**src/hw/dav_pkg.sv**
```systemverilog
package dav_pkg;

   // ----------------------------------------------------------------
   // widths
   // ----------------------------------------------------------------
   localparam int DAV_SAMPLE_W = 16; // raw sensor word from the signal chain
   localparam int DAV_TERM_W = 17; // sample plus predecessor
   localparam int DAV_ACC_W = 34; // room for 65536 terms of 17 bits
   localparam int DAV_GAIN_W = 16; // unsigned scale factor
   localparam int DAV_PROD_W = 51; // acc times zero-extended gain
   localparam int DAV_RESULT_W = 32; // combined output word
   localparam int DAV_WORD_W = 16; // one register
   localparam int DAV_ADDR_W = 7; // register address
   localparam int DAV_DEC_W = 16; // decimation setting
   localparam int DAV_CHANNELS = 6; // three angle, three speed
   localparam int DAV_AXES = 3;

   // ----------------------------------------------------------------
   // timing
   // ----------------------------------------------------------------
   localparam int DAV_CLK_HZ = 10_000_000; // clk_in rate
   localparam int DAV_SAMPLE_RATE_SPS = 2000; // nominal internal sample rate
   localparam int DAV_SAMPLE_CYCLES = DAV_CLK_HZ / DAV_SAMPLE_RATE_SPS;

   // ----------------------------------------------------------------
   // scaling: result = (sum of sample pairs * gain) >>> shift
   // ----------------------------------------------------------------
   localparam int DAV_SCALE_SHIFT = 16; // folds in 1/(2*fs) and unit scale
   localparam logic [DAV_GAIN_W-1:0] DAV_GAIN_360 = 16'h1000; // plain default
   localparam logic [DAV_GAIN_W-1:0] DAV_GAIN_720 = 16'h0800; // half of 360
   localparam logic [DAV_GAIN_W-1:0] DAV_GAIN_2160 = 16'h02AB; // sixth of 360
   localparam logic [DAV_GAIN_W-1:0] DAV_GAIN_SPEED = 16'h1000; // +-100 m/s span
   localparam logic [DAV_RESULT_W-1:0] DAV_POS_MAX = 32'h7FFFFFFF;
   localparam logic [DAV_RESULT_W-1:0] DAV_NEG_MAX = 32'h80000000;

   // ----------------------------------------------------------------
   // register offsets
   // ----------------------------------------------------------------
   localparam logic [DAV_ADDR_W-1:0] DAV_X_ANGLE_STEP_LOW = 7'h24;
   localparam logic [DAV_ADDR_W-1:0] DAV_X_ANGLE_STEP_HIGH = 7'h26;
   localparam logic [DAV_ADDR_W-1:0] DAV_Y_ANGLE_STEP_LOW = 7'h28;
   localparam logic [DAV_ADDR_W-1:0] DAV_Y_ANGLE_STEP_HIGH = 7'h2A;
   localparam logic [DAV_ADDR_W-1:0] DAV_Z_ANGLE_STEP_LOW = 7'h2C;
   localparam logic [DAV_ADDR_W-1:0] DAV_Z_ANGLE_STEP_HIGH = 7'h2E;
   localparam logic [DAV_ADDR_W-1:0] DAV_X_SPEED_STEP_LOW = 7'h30;
   localparam logic [DAV_ADDR_W-1:0] DAV_X_SPEED_STEP_HIGH = 7'h32;
   localparam logic [DAV_ADDR_W-1:0] DAV_Y_SPEED_STEP_LOW = 7'h34;
   localparam logic [DAV_ADDR_W-1:0] DAV_Y_SPEED_STEP_HIGH = 7'h36;
   localparam logic [DAV_ADDR_W-1:0] DAV_Z_SPEED_STEP_LOW = 7'h38;
   localparam logic [DAV_ADDR_W-1:0] DAV_Z_SPEED_STEP_HIGH = 7'h3A;
   localparam logic [DAV_WORD_W-1:0] DAV_UNMAPPED = 16'h0000;

   // ----------------------------------------------------------------
   // types
   // ----------------------------------------------------------------
   typedef enum logic [1:0] {DAV_RANGE_360, DAV_RANGE_720, DAV_RANGE_2160} dav_range_t;

   typedef struct packed {
      logic signed [DAV_SAMPLE_W-1:0] x;
      logic signed [DAV_SAMPLE_W-1:0] y;
      logic signed [DAV_SAMPLE_W-1:0] z;
   } dav_sensor_t;

   typedef struct packed {
      logic signed [DAV_RESULT_W-1:0] x;
      logic signed [DAV_RESULT_W-1:0] y;
      logic signed [DAV_RESULT_W-1:0] z;
   } dav_triple_t;

   typedef struct packed {
      dav_triple_t angle;
      dav_triple_t speed;
   } dav_frame_t;

endpackage : dav_pkg

```
**src/hw/dav_integ.sv**
```systemverilog
module dav_integ (
   input wire logic clk_in,
   input wire logic rst_in,
   input wire logic sample_valid_in,
   input wire logic first_in,
   input wire logic last_in,
   input wire logic signed [dav_pkg::DAV_SAMPLE_W-1:0] sample_in,
   input wire logic [dav_pkg::DAV_GAIN_W-1:0] gain_in,
   output logic signed [dav_pkg::DAV_RESULT_W-1:0] result_out,
   output logic done_out
);
   import dav_pkg::*;

   // ----------------------------------------------------------------
   // trapezoid term and running sum
   // ----------------------------------------------------------------
   logic signed [DAV_SAMPLE_W-1:0] prev; // predecessor sample, kept across intervals
   logic signed [DAV_ACC_W-1:0] acc; // sum of terms within the interval
   logic signed [DAV_TERM_W-1:0] term; // sample plus predecessor
   logic signed [DAV_ACC_W-1:0] next_acc;
   logic signed [DAV_PROD_W-1:0] product; // sum scaled by gain
   logic signed [DAV_PROD_W-1:0] scaled;
   logic [DAV_PROD_W-DAV_RESULT_W:0] top_bits; // must all match for no overflow

   // the first term of an interval pairs with the last sample of the one before
   always_comb begin
      term = DAV_TERM_W'(sample_in) + DAV_TERM_W'(prev);
      next_acc = first_in ? DAV_ACC_W'(term) : acc + DAV_ACC_W'(term);
      product = DAV_PROD_W'(next_acc) * $signed({1'b0, gain_in});
      scaled = product >>> DAV_SCALE_SHIFT;
      top_bits = scaled[DAV_PROD_W-1:DAV_RESULT_W-1];
   end

   // accumulator and predecessor
   always_ff @(posedge clk_in) begin
      if (rst_in) begin
         acc <= '0;
         prev <= '0;
      end else if (sample_valid_in) begin
         acc <= next_acc;
         prev <= sample_in;
      end
   end

   // result latches at the end of the interval, saturated rather than wrapped
   always_ff @(posedge clk_in) begin
      if (rst_in) begin
         result_out <= '0;
         done_out <= 1'b0;
      end else begin
         done_out <= sample_valid_in && last_in;
         if (sample_valid_in && last_in) begin
            if (&top_bits || ~|top_bits) begin
               result_out <= scaled[DAV_RESULT_W-1:0];
            end else if (scaled[DAV_PROD_W-1]) begin
               result_out <= DAV_NEG_MAX;
            end else begin
               result_out <= DAV_POS_MAX;
            end
         end
      end
   end

endmodule : dav_integ

```
**src/hw/dav_buf2.sv**
```systemverilog
module dav_buf2 #(
   parameter int WIDTH = 192
) (
   input wire logic clk_in,
   input wire logic rst_in,
   input wire logic in_valid_in,
   output logic in_ready_out,
   input wire logic [WIDTH-1:0] in_data_in,
   output logic out_valid_out,
   input wire logic out_ready_in,
   output logic [WIDTH-1:0] out_data_out
);

   // ----------------------------------------------------------------
   // two-entry store
   // ----------------------------------------------------------------
   logic [WIDTH-1:0] slot [2]; // storage
   logic wr_ptr; // next slot to fill
   logic rd_ptr; // slot shown on the output
   logic [1:0] count; // entries held
   logic push;
   logic pop;

   assign in_ready_out = (count != 2'h2); // full refuses the writer
   assign out_valid_out = (count != 2'h0); // empty shows nothing
   assign out_data_out = slot[rd_ptr]; // straight from the flops
   assign push = in_valid_in && in_ready_out;
   assign pop = out_valid_out && out_ready_in;

   // slot contents change only on a push
   always_ff @(posedge clk_in) begin
      if (push) begin
         slot[wr_ptr] <= in_data_in;
      end
   end

   // pointers and occupancy
   always_ff @(posedge clk_in) begin
      if (rst_in) begin
         wr_ptr <= 1'b0;
         rd_ptr <= 1'b0;
         count <= 2'h0;
      end else begin
         if (push) begin
            wr_ptr <= ~wr_ptr;
         end
         if (pop) begin
            rd_ptr <= ~rd_ptr;
         end
         count <= count + {1'b0, push} - {1'b0, pop};
      end
   end

endmodule : dav_buf2

```
**src/hw/dav_outputs.sv**
```systemverilog
// Operation
// - each angle axis split low and high word
// - high word: zero is zero, span over 2^15
// - sixteen-bit extremes read 7FFF and 8000
// - thirty-two-bit result saturates to signed extremes
// - trapezoid sum scaled by half sample period
// - interval length is decimation setting plus one
// - internal sample tick at nominal 2000 per second
// - velocity change computed for all three axes
// - speed high word spans plus minus 100
// - speed low word extends resolution to 32 bits
// - two speed registers per axis, same layout
// - angle scale follows gyroscope range option
module dav_outputs #(
   parameter int SAMPLE_CYCLES = dav_pkg::DAV_SAMPLE_CYCLES
) (
   input wire logic clk_in,
   input wire logic rst_in,
   input wire dav_pkg::dav_sensor_t gyro_in,
   input wire dav_pkg::dav_sensor_t accel_in,
   input wire logic [1:0] gyro_range_in,
   input wire logic [dav_pkg::DAV_DEC_W-1:0] decimation_setting_in,
   input wire logic reg_rd_in,
   input wire logic [dav_pkg::DAV_ADDR_W-1:0] reg_addr_in,
   output logic [dav_pkg::DAV_WORD_W-1:0] reg_data_out,
   output logic reg_ack_out,
   output logic sample_tick_out,
   output logic update_out,
   output logic result_room_out
);
   import dav_pkg::*;

   // ----------------------------------------------------------------
   // internal sample clock
   // ----------------------------------------------------------------
   localparam int TICK_W = $clog2(SAMPLE_CYCLES);
   localparam logic [TICK_W-1:0] TICK_LAST = TICK_W'(SAMPLE_CYCLES - 1);

   logic [TICK_W-1:0] tick_count; // cycles into the current sample period
   logic sample_tick; // one cycle per sample

   // divider from clk_in down to the nominal sample rate; the rate is only
   // as good as clk_in, which is why the host may measure and rescale
   always_ff @(posedge clk_in) begin
      if (rst_in) begin
         tick_count <= '0;
      end else if (tick_count == TICK_LAST) begin
         tick_count <= '0;
      end else begin
         tick_count <= tick_count + 1'b1;
      end
   end

   assign sample_tick = (tick_count == TICK_LAST);

   // tick is exported so that the rate can be observed from outside
   always_ff @(posedge clk_in) begin
      if (rst_in) begin
         sample_tick_out <= 1'b0;
      end else begin
         sample_tick_out <= sample_tick;
      end
   end

   // ----------------------------------------------------------------
   // decimation interval
   // ----------------------------------------------------------------
   logic [DAV_DEC_W-1:0] sample_index; // samples taken in this interval
   logic interval_first; // this sample opens an interval
   logic interval_last; // this sample closes an interval

   // a setting lowered to or below sample_index closes the interval at the next sample
   assign interval_first = (sample_index == '0);
   assign interval_last = (sample_index >= decimation_setting_in);

   // counts D = setting + 1 samples per output update
   always_ff @(posedge clk_in) begin
      if (rst_in) begin
         sample_index <= '0;
      end else if (sample_tick) begin
         if (interval_last) begin
            sample_index <= '0;
         end else begin
            sample_index <= sample_index + 1'b1;
         end
      end
   end

   // ----------------------------------------------------------------
   // range option
   // ----------------------------------------------------------------
   dav_range_t gyro_range; // decoded option
   logic [DAV_GAIN_W-1:0] angle_gain; // gain for the three angle channels

   // the unused code falls back to the narrowest range
   always_comb begin
      unique case (gyro_range_in)
         2'h1: gyro_range = DAV_RANGE_720;
         2'h2: gyro_range = DAV_RANGE_2160;
         default: gyro_range = DAV_RANGE_360;
      endcase
   end

   // scale factor picks the full-scale angle for one LSB
   always_comb begin
      unique case (gyro_range)
         DAV_RANGE_360: angle_gain = DAV_GAIN_360;
         DAV_RANGE_720: angle_gain = DAV_GAIN_720;
         DAV_RANGE_2160: angle_gain = DAV_GAIN_2160;
      endcase
   end

   // ----------------------------------------------------------------
   // six integrators
   // ----------------------------------------------------------------
   logic signed [DAV_SAMPLE_W-1:0] ch_sample [DAV_CHANNELS]; // per-channel input
   logic [DAV_GAIN_W-1:0] ch_gain [DAV_CHANNELS]; // per-channel gain
   logic signed [DAV_RESULT_W-1:0] ch_result [DAV_CHANNELS]; // per-channel output
   logic [DAV_CHANNELS-1:0] ch_done; // per-channel update pulse

   // channels 0..2 carry angle, 3..5 carry speed, x first
   assign ch_sample[0] = gyro_in.x;
   assign ch_sample[1] = gyro_in.y;
   assign ch_sample[2] = gyro_in.z;
   assign ch_sample[3] = accel_in.x;
   assign ch_sample[4] = accel_in.y;
   assign ch_sample[5] = accel_in.z;

   genvar ch;
   generate
      for (ch = 0; ch < DAV_CHANNELS; ch++) begin : g_chan
         // speed gain is fixed by the +-100 m/s span
         assign ch_gain[ch] = (ch < DAV_AXES) ? angle_gain : DAV_GAIN_SPEED;

         // every channel sees the same tick and interval, so all finish together
         dav_integ u_integ (
            .clk_in(clk_in),
            .rst_in(rst_in),
            .sample_valid_in(sample_tick),
            .first_in(interval_first),
            .last_in(interval_last),
            .sample_in(ch_sample[ch]),
            .gain_in(ch_gain[ch]),
            .result_out(ch_result[ch]),
            .done_out(ch_done[ch])
         );
      end
   endgenerate

   // ----------------------------------------------------------------
   // frame assembly and buffering
   // ----------------------------------------------------------------
   dav_frame_t new_frame; // all six results of one interval
   dav_frame_t shown_frame_next; // head of the buffer
   logic frame_valid; // buffer has a frame waiting
   logic frame_take; // output registers accept it
   logic read_lock; // host is between the two words of a pair

   always_comb begin
      new_frame.angle.x = ch_result[0];
      new_frame.angle.y = ch_result[1];
      new_frame.angle.z = ch_result[2];
      new_frame.speed.x = ch_result[3];
      new_frame.speed.y = ch_result[4];
      new_frame.speed.z = ch_result[5];
   end

   // a full buffer drops the newest frame; result_room_out shows when that
   // would happen, trading an occasional lost update for a coherent pair
   dav_buf2 #(
      .WIDTH($bits(dav_frame_t))
   ) u_buf (
      .clk_in(clk_in),
      .rst_in(rst_in),
      .in_valid_in(ch_done[0]),
      .in_ready_out(result_room_out),
      .in_data_in(new_frame),
      .out_valid_out(frame_valid),
      .out_ready_in(~read_lock),
      .out_data_out(shown_frame_next)
   );

   assign frame_take = frame_valid && !read_lock;

   // ----------------------------------------------------------------
   // output registers
   // ----------------------------------------------------------------
   dav_frame_t shown; // what the host reads

   // all twelve words load together from one interval
   always_ff @(posedge clk_in) begin
      if (rst_in) begin
         shown <= '0;
      end else if (frame_take) begin
         shown <= shown_frame_next;
      end
   end

   // update pulse follows each load of the output registers
   always_ff @(posedge clk_in) begin
      if (rst_in) begin
         update_out <= 1'b0;
      end else begin
         update_out <= frame_take;
      end
   end

   // ----------------------------------------------------------------
   // read lock
   // ----------------------------------------------------------------
   logic rd_low; // read hits a low word
   logic rd_high; // read hits a high word

   always_comb begin
      rd_low = 1'b0;
      rd_high = 1'b0;
      if (reg_rd_in) begin
         unique case (reg_addr_in)
            DAV_X_ANGLE_STEP_LOW, DAV_Y_ANGLE_STEP_LOW, DAV_Z_ANGLE_STEP_LOW,
            DAV_X_SPEED_STEP_LOW, DAV_Y_SPEED_STEP_LOW, DAV_Z_SPEED_STEP_LOW: begin
               rd_low = 1'b1;
            end
            DAV_X_ANGLE_STEP_HIGH, DAV_Y_ANGLE_STEP_HIGH, DAV_Z_ANGLE_STEP_HIGH,
            DAV_X_SPEED_STEP_HIGH, DAV_Y_SPEED_STEP_HIGH, DAV_Z_SPEED_STEP_HIGH: begin
               rd_high = 1'b1;
            end
            default: begin
               rd_low = 1'b0;
            end
         endcase
      end
   end

   // a low-word read freezes the outputs until a high word is read; a frame that loads in
   // the low read's own cycle still splits the pair, and a host that never reads high stalls it
   always_ff @(posedge clk_in) begin
      if (rst_in) begin
         read_lock <= 1'b0;
      end else if (rd_high) begin
         read_lock <= 1'b0;
      end else if (rd_low) begin
         read_lock <= 1'b1;
      end
   end

   // ----------------------------------------------------------------
   // register read port
   // ----------------------------------------------------------------
   logic [DAV_WORD_W-1:0] next_read; // decoded word

   // high word is bits 31:16 of the two's complement result, low 15:0
   always_comb begin
      unique case (reg_addr_in)
         DAV_X_ANGLE_STEP_LOW: next_read = shown.angle.x[DAV_WORD_W-1:0];
         DAV_X_ANGLE_STEP_HIGH: next_read = shown.angle.x[DAV_RESULT_W-1:DAV_WORD_W];
         DAV_Y_ANGLE_STEP_LOW: next_read = shown.angle.y[DAV_WORD_W-1:0];
         DAV_Y_ANGLE_STEP_HIGH: next_read = shown.angle.y[DAV_RESULT_W-1:DAV_WORD_W];
         DAV_Z_ANGLE_STEP_LOW: next_read = shown.angle.z[DAV_WORD_W-1:0];
         DAV_Z_ANGLE_STEP_HIGH: next_read = shown.angle.z[DAV_RESULT_W-1:DAV_WORD_W];
         DAV_X_SPEED_STEP_LOW: next_read = shown.speed.x[DAV_WORD_W-1:0];
         DAV_X_SPEED_STEP_HIGH: next_read = shown.speed.x[DAV_RESULT_W-1:DAV_WORD_W];
         DAV_Y_SPEED_STEP_LOW: next_read = shown.speed.y[DAV_WORD_W-1:0];
         DAV_Y_SPEED_STEP_HIGH: next_read = shown.speed.y[DAV_RESULT_W-1:DAV_WORD_W];
         DAV_Z_SPEED_STEP_LOW: next_read = shown.speed.z[DAV_WORD_W-1:0];
         DAV_Z_SPEED_STEP_HIGH: next_read = shown.speed.z[DAV_RESULT_W-1:DAV_WORD_W];
         default: next_read = DAV_UNMAPPED; // unmapped reads as zero
      endcase
   end

   // read data is held until the next read; ack marks the new word
   always_ff @(posedge clk_in) begin
      if (rst_in) begin
         reg_data_out <= '0;
         reg_ack_out <= 1'b0;
      end else begin
         reg_ack_out <= reg_rd_in;
         if (reg_rd_in) begin
            reg_data_out <= next_read;
         end
      end
   end

endmodule : dav_outputs

```
**config.mk**
```make
export PLATFORM = sky130hd
export DESIGN_NAME = dav_outputs
export DESIGN_NICKNAME = d
export VERILOG_FILES = /design/src/hw/dav_pkg.sv /design/src/hw/dav_integ.sv /design/src/hw/dav_buf2.sv /design/src/hw/dav_outputs.sv
export SDC_FILE = /design/constraint.sdc
export NUM_CORES = 2
export LEC_CHECK = 0
export BUFFER_PORTS_ARGS = -buffer_cell sky130_fd_sc_hd__buf_2
export CAP_MARGIN = 0
export CELL_PAD_IN_SITES_DETAIL_PLACEMENT = 1
export CELL_PAD_IN_SITES_GLOBAL_PLACEMENT = 1
export CORE_UTILIZATION = 40
export DETAILED_ROUTE_END_ITERATION = 7
export PLACE_DENSITY = 0.63
export SYNTH_ARGS = -nofsm -noshare
export SYNTH_HDL_FRONTEND = slang
export SYNTH_SLANG_ARGS = --single-unit
```
**constraint.sdc**
```tcl
create_clock -name clk_in -period 17.95 [get_ports clk_in]
set_clock_uncertainty 0.15 [all_clocks]
set_input_delay 1.795 -clock clk_in [delete_from_list [all_inputs] [get_ports clk_in]]
set_output_delay 1.795 -clock clk_in [all_outputs]
set_load 0.02 [all_outputs]
```
==> results.txt <==
Drt pass-1 iters - 5
Pint - 5.59 mW
Die Ht - 471 um
Post-synth EDFFs - 372
Max clock buf depth - 3
CP endpoint kind - flop
Synth area leaders - dfxtp_1 (17%), ha_1 (15%), fa_1 (14%)
Crit-path slowest cell - o21ai_2
Initial DRC count - 3399
H-Tree Depth - 4
Async set or reset register ratio after synthesis - 0%
I/O Pins - 144
Largest delay share family, worst path - compound AO/OA/AOI/OAI gates
Hold Path Class - reg -> reg
Remaining DRCs - 0
Max Slew Vio Count - 0
Most frequent cells in the layout - inv_1 (1380), ha_1 (1030), nor2_1 (883)
Actual slew at the worst max-slew pin - 1.24 ns
Post-Synthesis Cells - 9608
Clock sinks - 1098
Postcts setup bufs - 0
Resized Gates After CTS - 0
Clock network fraction of total power - 32.2%
Die area - 222000 um2
TritonCTS buffer count - 134
Largest net degree at the start of global routing - 157
Commonest non-fill, non-tap cell in the layout - inv_1
Wirelength per Cell - 21.2 um
VDD IR max - 0.107 mV
RSZ-0062 raised after global routing - false
Seq/Total Area, Yosys - 29.2%
Initial antenna violation count - 15
Root Driver - clkbuf_16
Max-cap violation count - 0
Seq pwr share - 33.1%
Post-DRT Antenna Nets - 0
Port Buffer Count - 143
Vias per cell - 5.44
Routed WL - 267000 um
Initial Util - 40.4%
Highest cell delay on the worst timing path - 0.91 ns
Hold buffers post-CTS - 0
Buffers plus inverters on the worst setup path - 5
Setup total negative slack - 0 ns
Sw frac - 36.9%
Via count - 68344
Yosys top cell area share - 16.5%
CORE AREA - 218000 um2
Congestion Overflow GR - 0
Status - finished clean
Num rows - 171
Leakage - 43.4 nW
YS warnings - 0
Die span in x - 471 um
Logic pwr share - 34.6%
Placer Congestion - 0.871
Post-Syn Nets - 11382
Area Growth Syn to Fin - 9.50%
Worst EP arrival - 14.18 ns
First-pass GRT wire length - 423000 um
Vias in the first global route - 73654
Layout cells sized above 1 - 5.99%
Area leader, netlist - dfxtp_1
Req. time, crit path - 18.50 ns
HPWL Detailed - 205000 um
Synth unique cells - 98
Main flop type after synthesis - dfxtp_1
Total GRT Usage - 24.0%
Psw - 3.27 mW
Startpoint Class - primary input
Nets - 11356
Reg clk slew, reported paths - 0.06 ns
Relative slew slack - 17.6%
Pwr per Cell Area - 92.0 nW/um2
Fillers - 24900
Setup CP Type - in -> reg
Final core utilization - 44.2%
Endpoints failing setup - 0
Highest clock rate - 0.0734 GHz
Syn Area/Cell - 9.16 um2
Fin crit period - 13.62 ns
CTS tree - done
Worst skew pair latency - 0.81 ns
Post-Syn Area - 88000 um2
Period utilization - 75.9%
Count of final hold-check violations - 0
Seq cells post-synth - 1098
CP Max Fanout - 31
cell families after synthesis:
group | after synthesis | share of synthesized area, %
xor gates and xnor gates | 413 | 4.11
buffers and inverters | 1781 | 7.65
DFF | 1098 | 29.2
adders and majority gates | 1650 | 28.7
AOI/OAI and AO/OA | 2229 | 16.4
and+or+nand+nor | 2223 | 11.5
muxes | 214 | 2.45
through the flow:
stage / cells / worst slack, ns / hold slack [ns] / power, mW / area (um2)
after global placement: 12300 / 3.85 / 0.278 / 5.99 / 91700
after detailed placement: 12300 / 3.57 / 0.287 / 6.07 / 91700
final: 12553 / 4.33 / 0.270 / 8.87 / 96400
after CTS: 12547 / 4.35 / 0.278 / 8.97 / 96400
after global routing: 12549 / 3.33 / 0.301 / 9.45 / 96400
after floorplan: 9608 / 5.46 / 0.267 / 5.14 / 88000
power by group through the flow:
stage | clock network [mW] | logic, mW | registers [mW]
6_report | 2.86 | 3.07 | 2.94
5_1_grt | 3.01 | 3.48 | 2.95
4_1_cts | 2.93 | 3.11 | 2.93
3_5_place_dp | 0 | 3.09 | 2.98
3_3_place_gp | 0 | 3.01 | 2.98
2_1_floorplan | 0 | 2.28 | 2.87
layer usage:
metal | part of all wire [%] | vias to the layer above | global-route usage, %
met2 | 47 | 911 | 40.9
met4 | 1.7 | 0 | 4.97
met5 | 0 | - | 0
met3 | 3.5 | 249 | 2.54
li1 | - | 32737 | -
met1 | 47 | 34447 | 32.8
cell usage after synthesis (all sizes together) (51+ instances only):
| cell type | number |
|---|---|
| a211oi | 327 |
| a21o | 223 |
| a21oi | 687 |
| a31oi | 81 |
| and2 | 150 |
| and3 | 62 |
| buf | 51 |
| clkbuf | 343 |
| dfxtp | 726 |
| edfxtp | 372 |
| fa | 618 |
| ha | 1032 |
| inv | 1386 |
| mux2i | 205 |
| nand2 | 581 |
| nand2b | 77 |
| nand3 | 98 |
| nor2 | 893 |
| nor2b | 53 |
| nor3 | 130 |
| o21ai | 414 |
| o21bai | 70 |
| xnor2 | 270 |
| xor2 | 143 |
cell type report:
cell class | count | area [um2] | area share (%)
clock inverters | 74 | 937 | 0.972
inverters | 1387 | 5210 | 5.41
multi-input cells | 6729 | 55800 | 57.9
repair buffers | 232 | 1440 | 1.50
well taps | 2854 | 3570 | 3.71
clock buffers | 173 | 3690 | 3.83
flip-flops and latches | 1098 | 25700 | 26.7
diodes | 6 | 15.0 | 0.0156
path summary, 6_finish.rpt:
path                                         from                               to  slack, ns  cells after the start
setup / recovery                       gyro_in[1]  g_chan[2].u_integ.result_out[6]       4.33                     45
hold / removal    g_chan[0].u_integ.result_out[1]               u_buf.slot[0][161]       0.27                      0
setup reg to reg        g_chan[2].u_integ.prev[1]  g_chan[2].u_integ.result_out[6]       5.17                     44
hold reg to reg   g_chan[0].u_integ.result_out[1]               u_buf.slot[0][161]       0.27                      0
sequential cells by signal, summed over array words and instances, names as in the netlist, 2 cells and up:
signal	flops
g_chan.u_integ.result_out	186
g_chan.u_integ.prev	96
sample_index	16
g_chan.u_integ.acc	204
u_buf.count	2
u_buf.slot	372
shown	186
reg_data_out	16
tick_count	13
(Power assumes the default switching activity.)
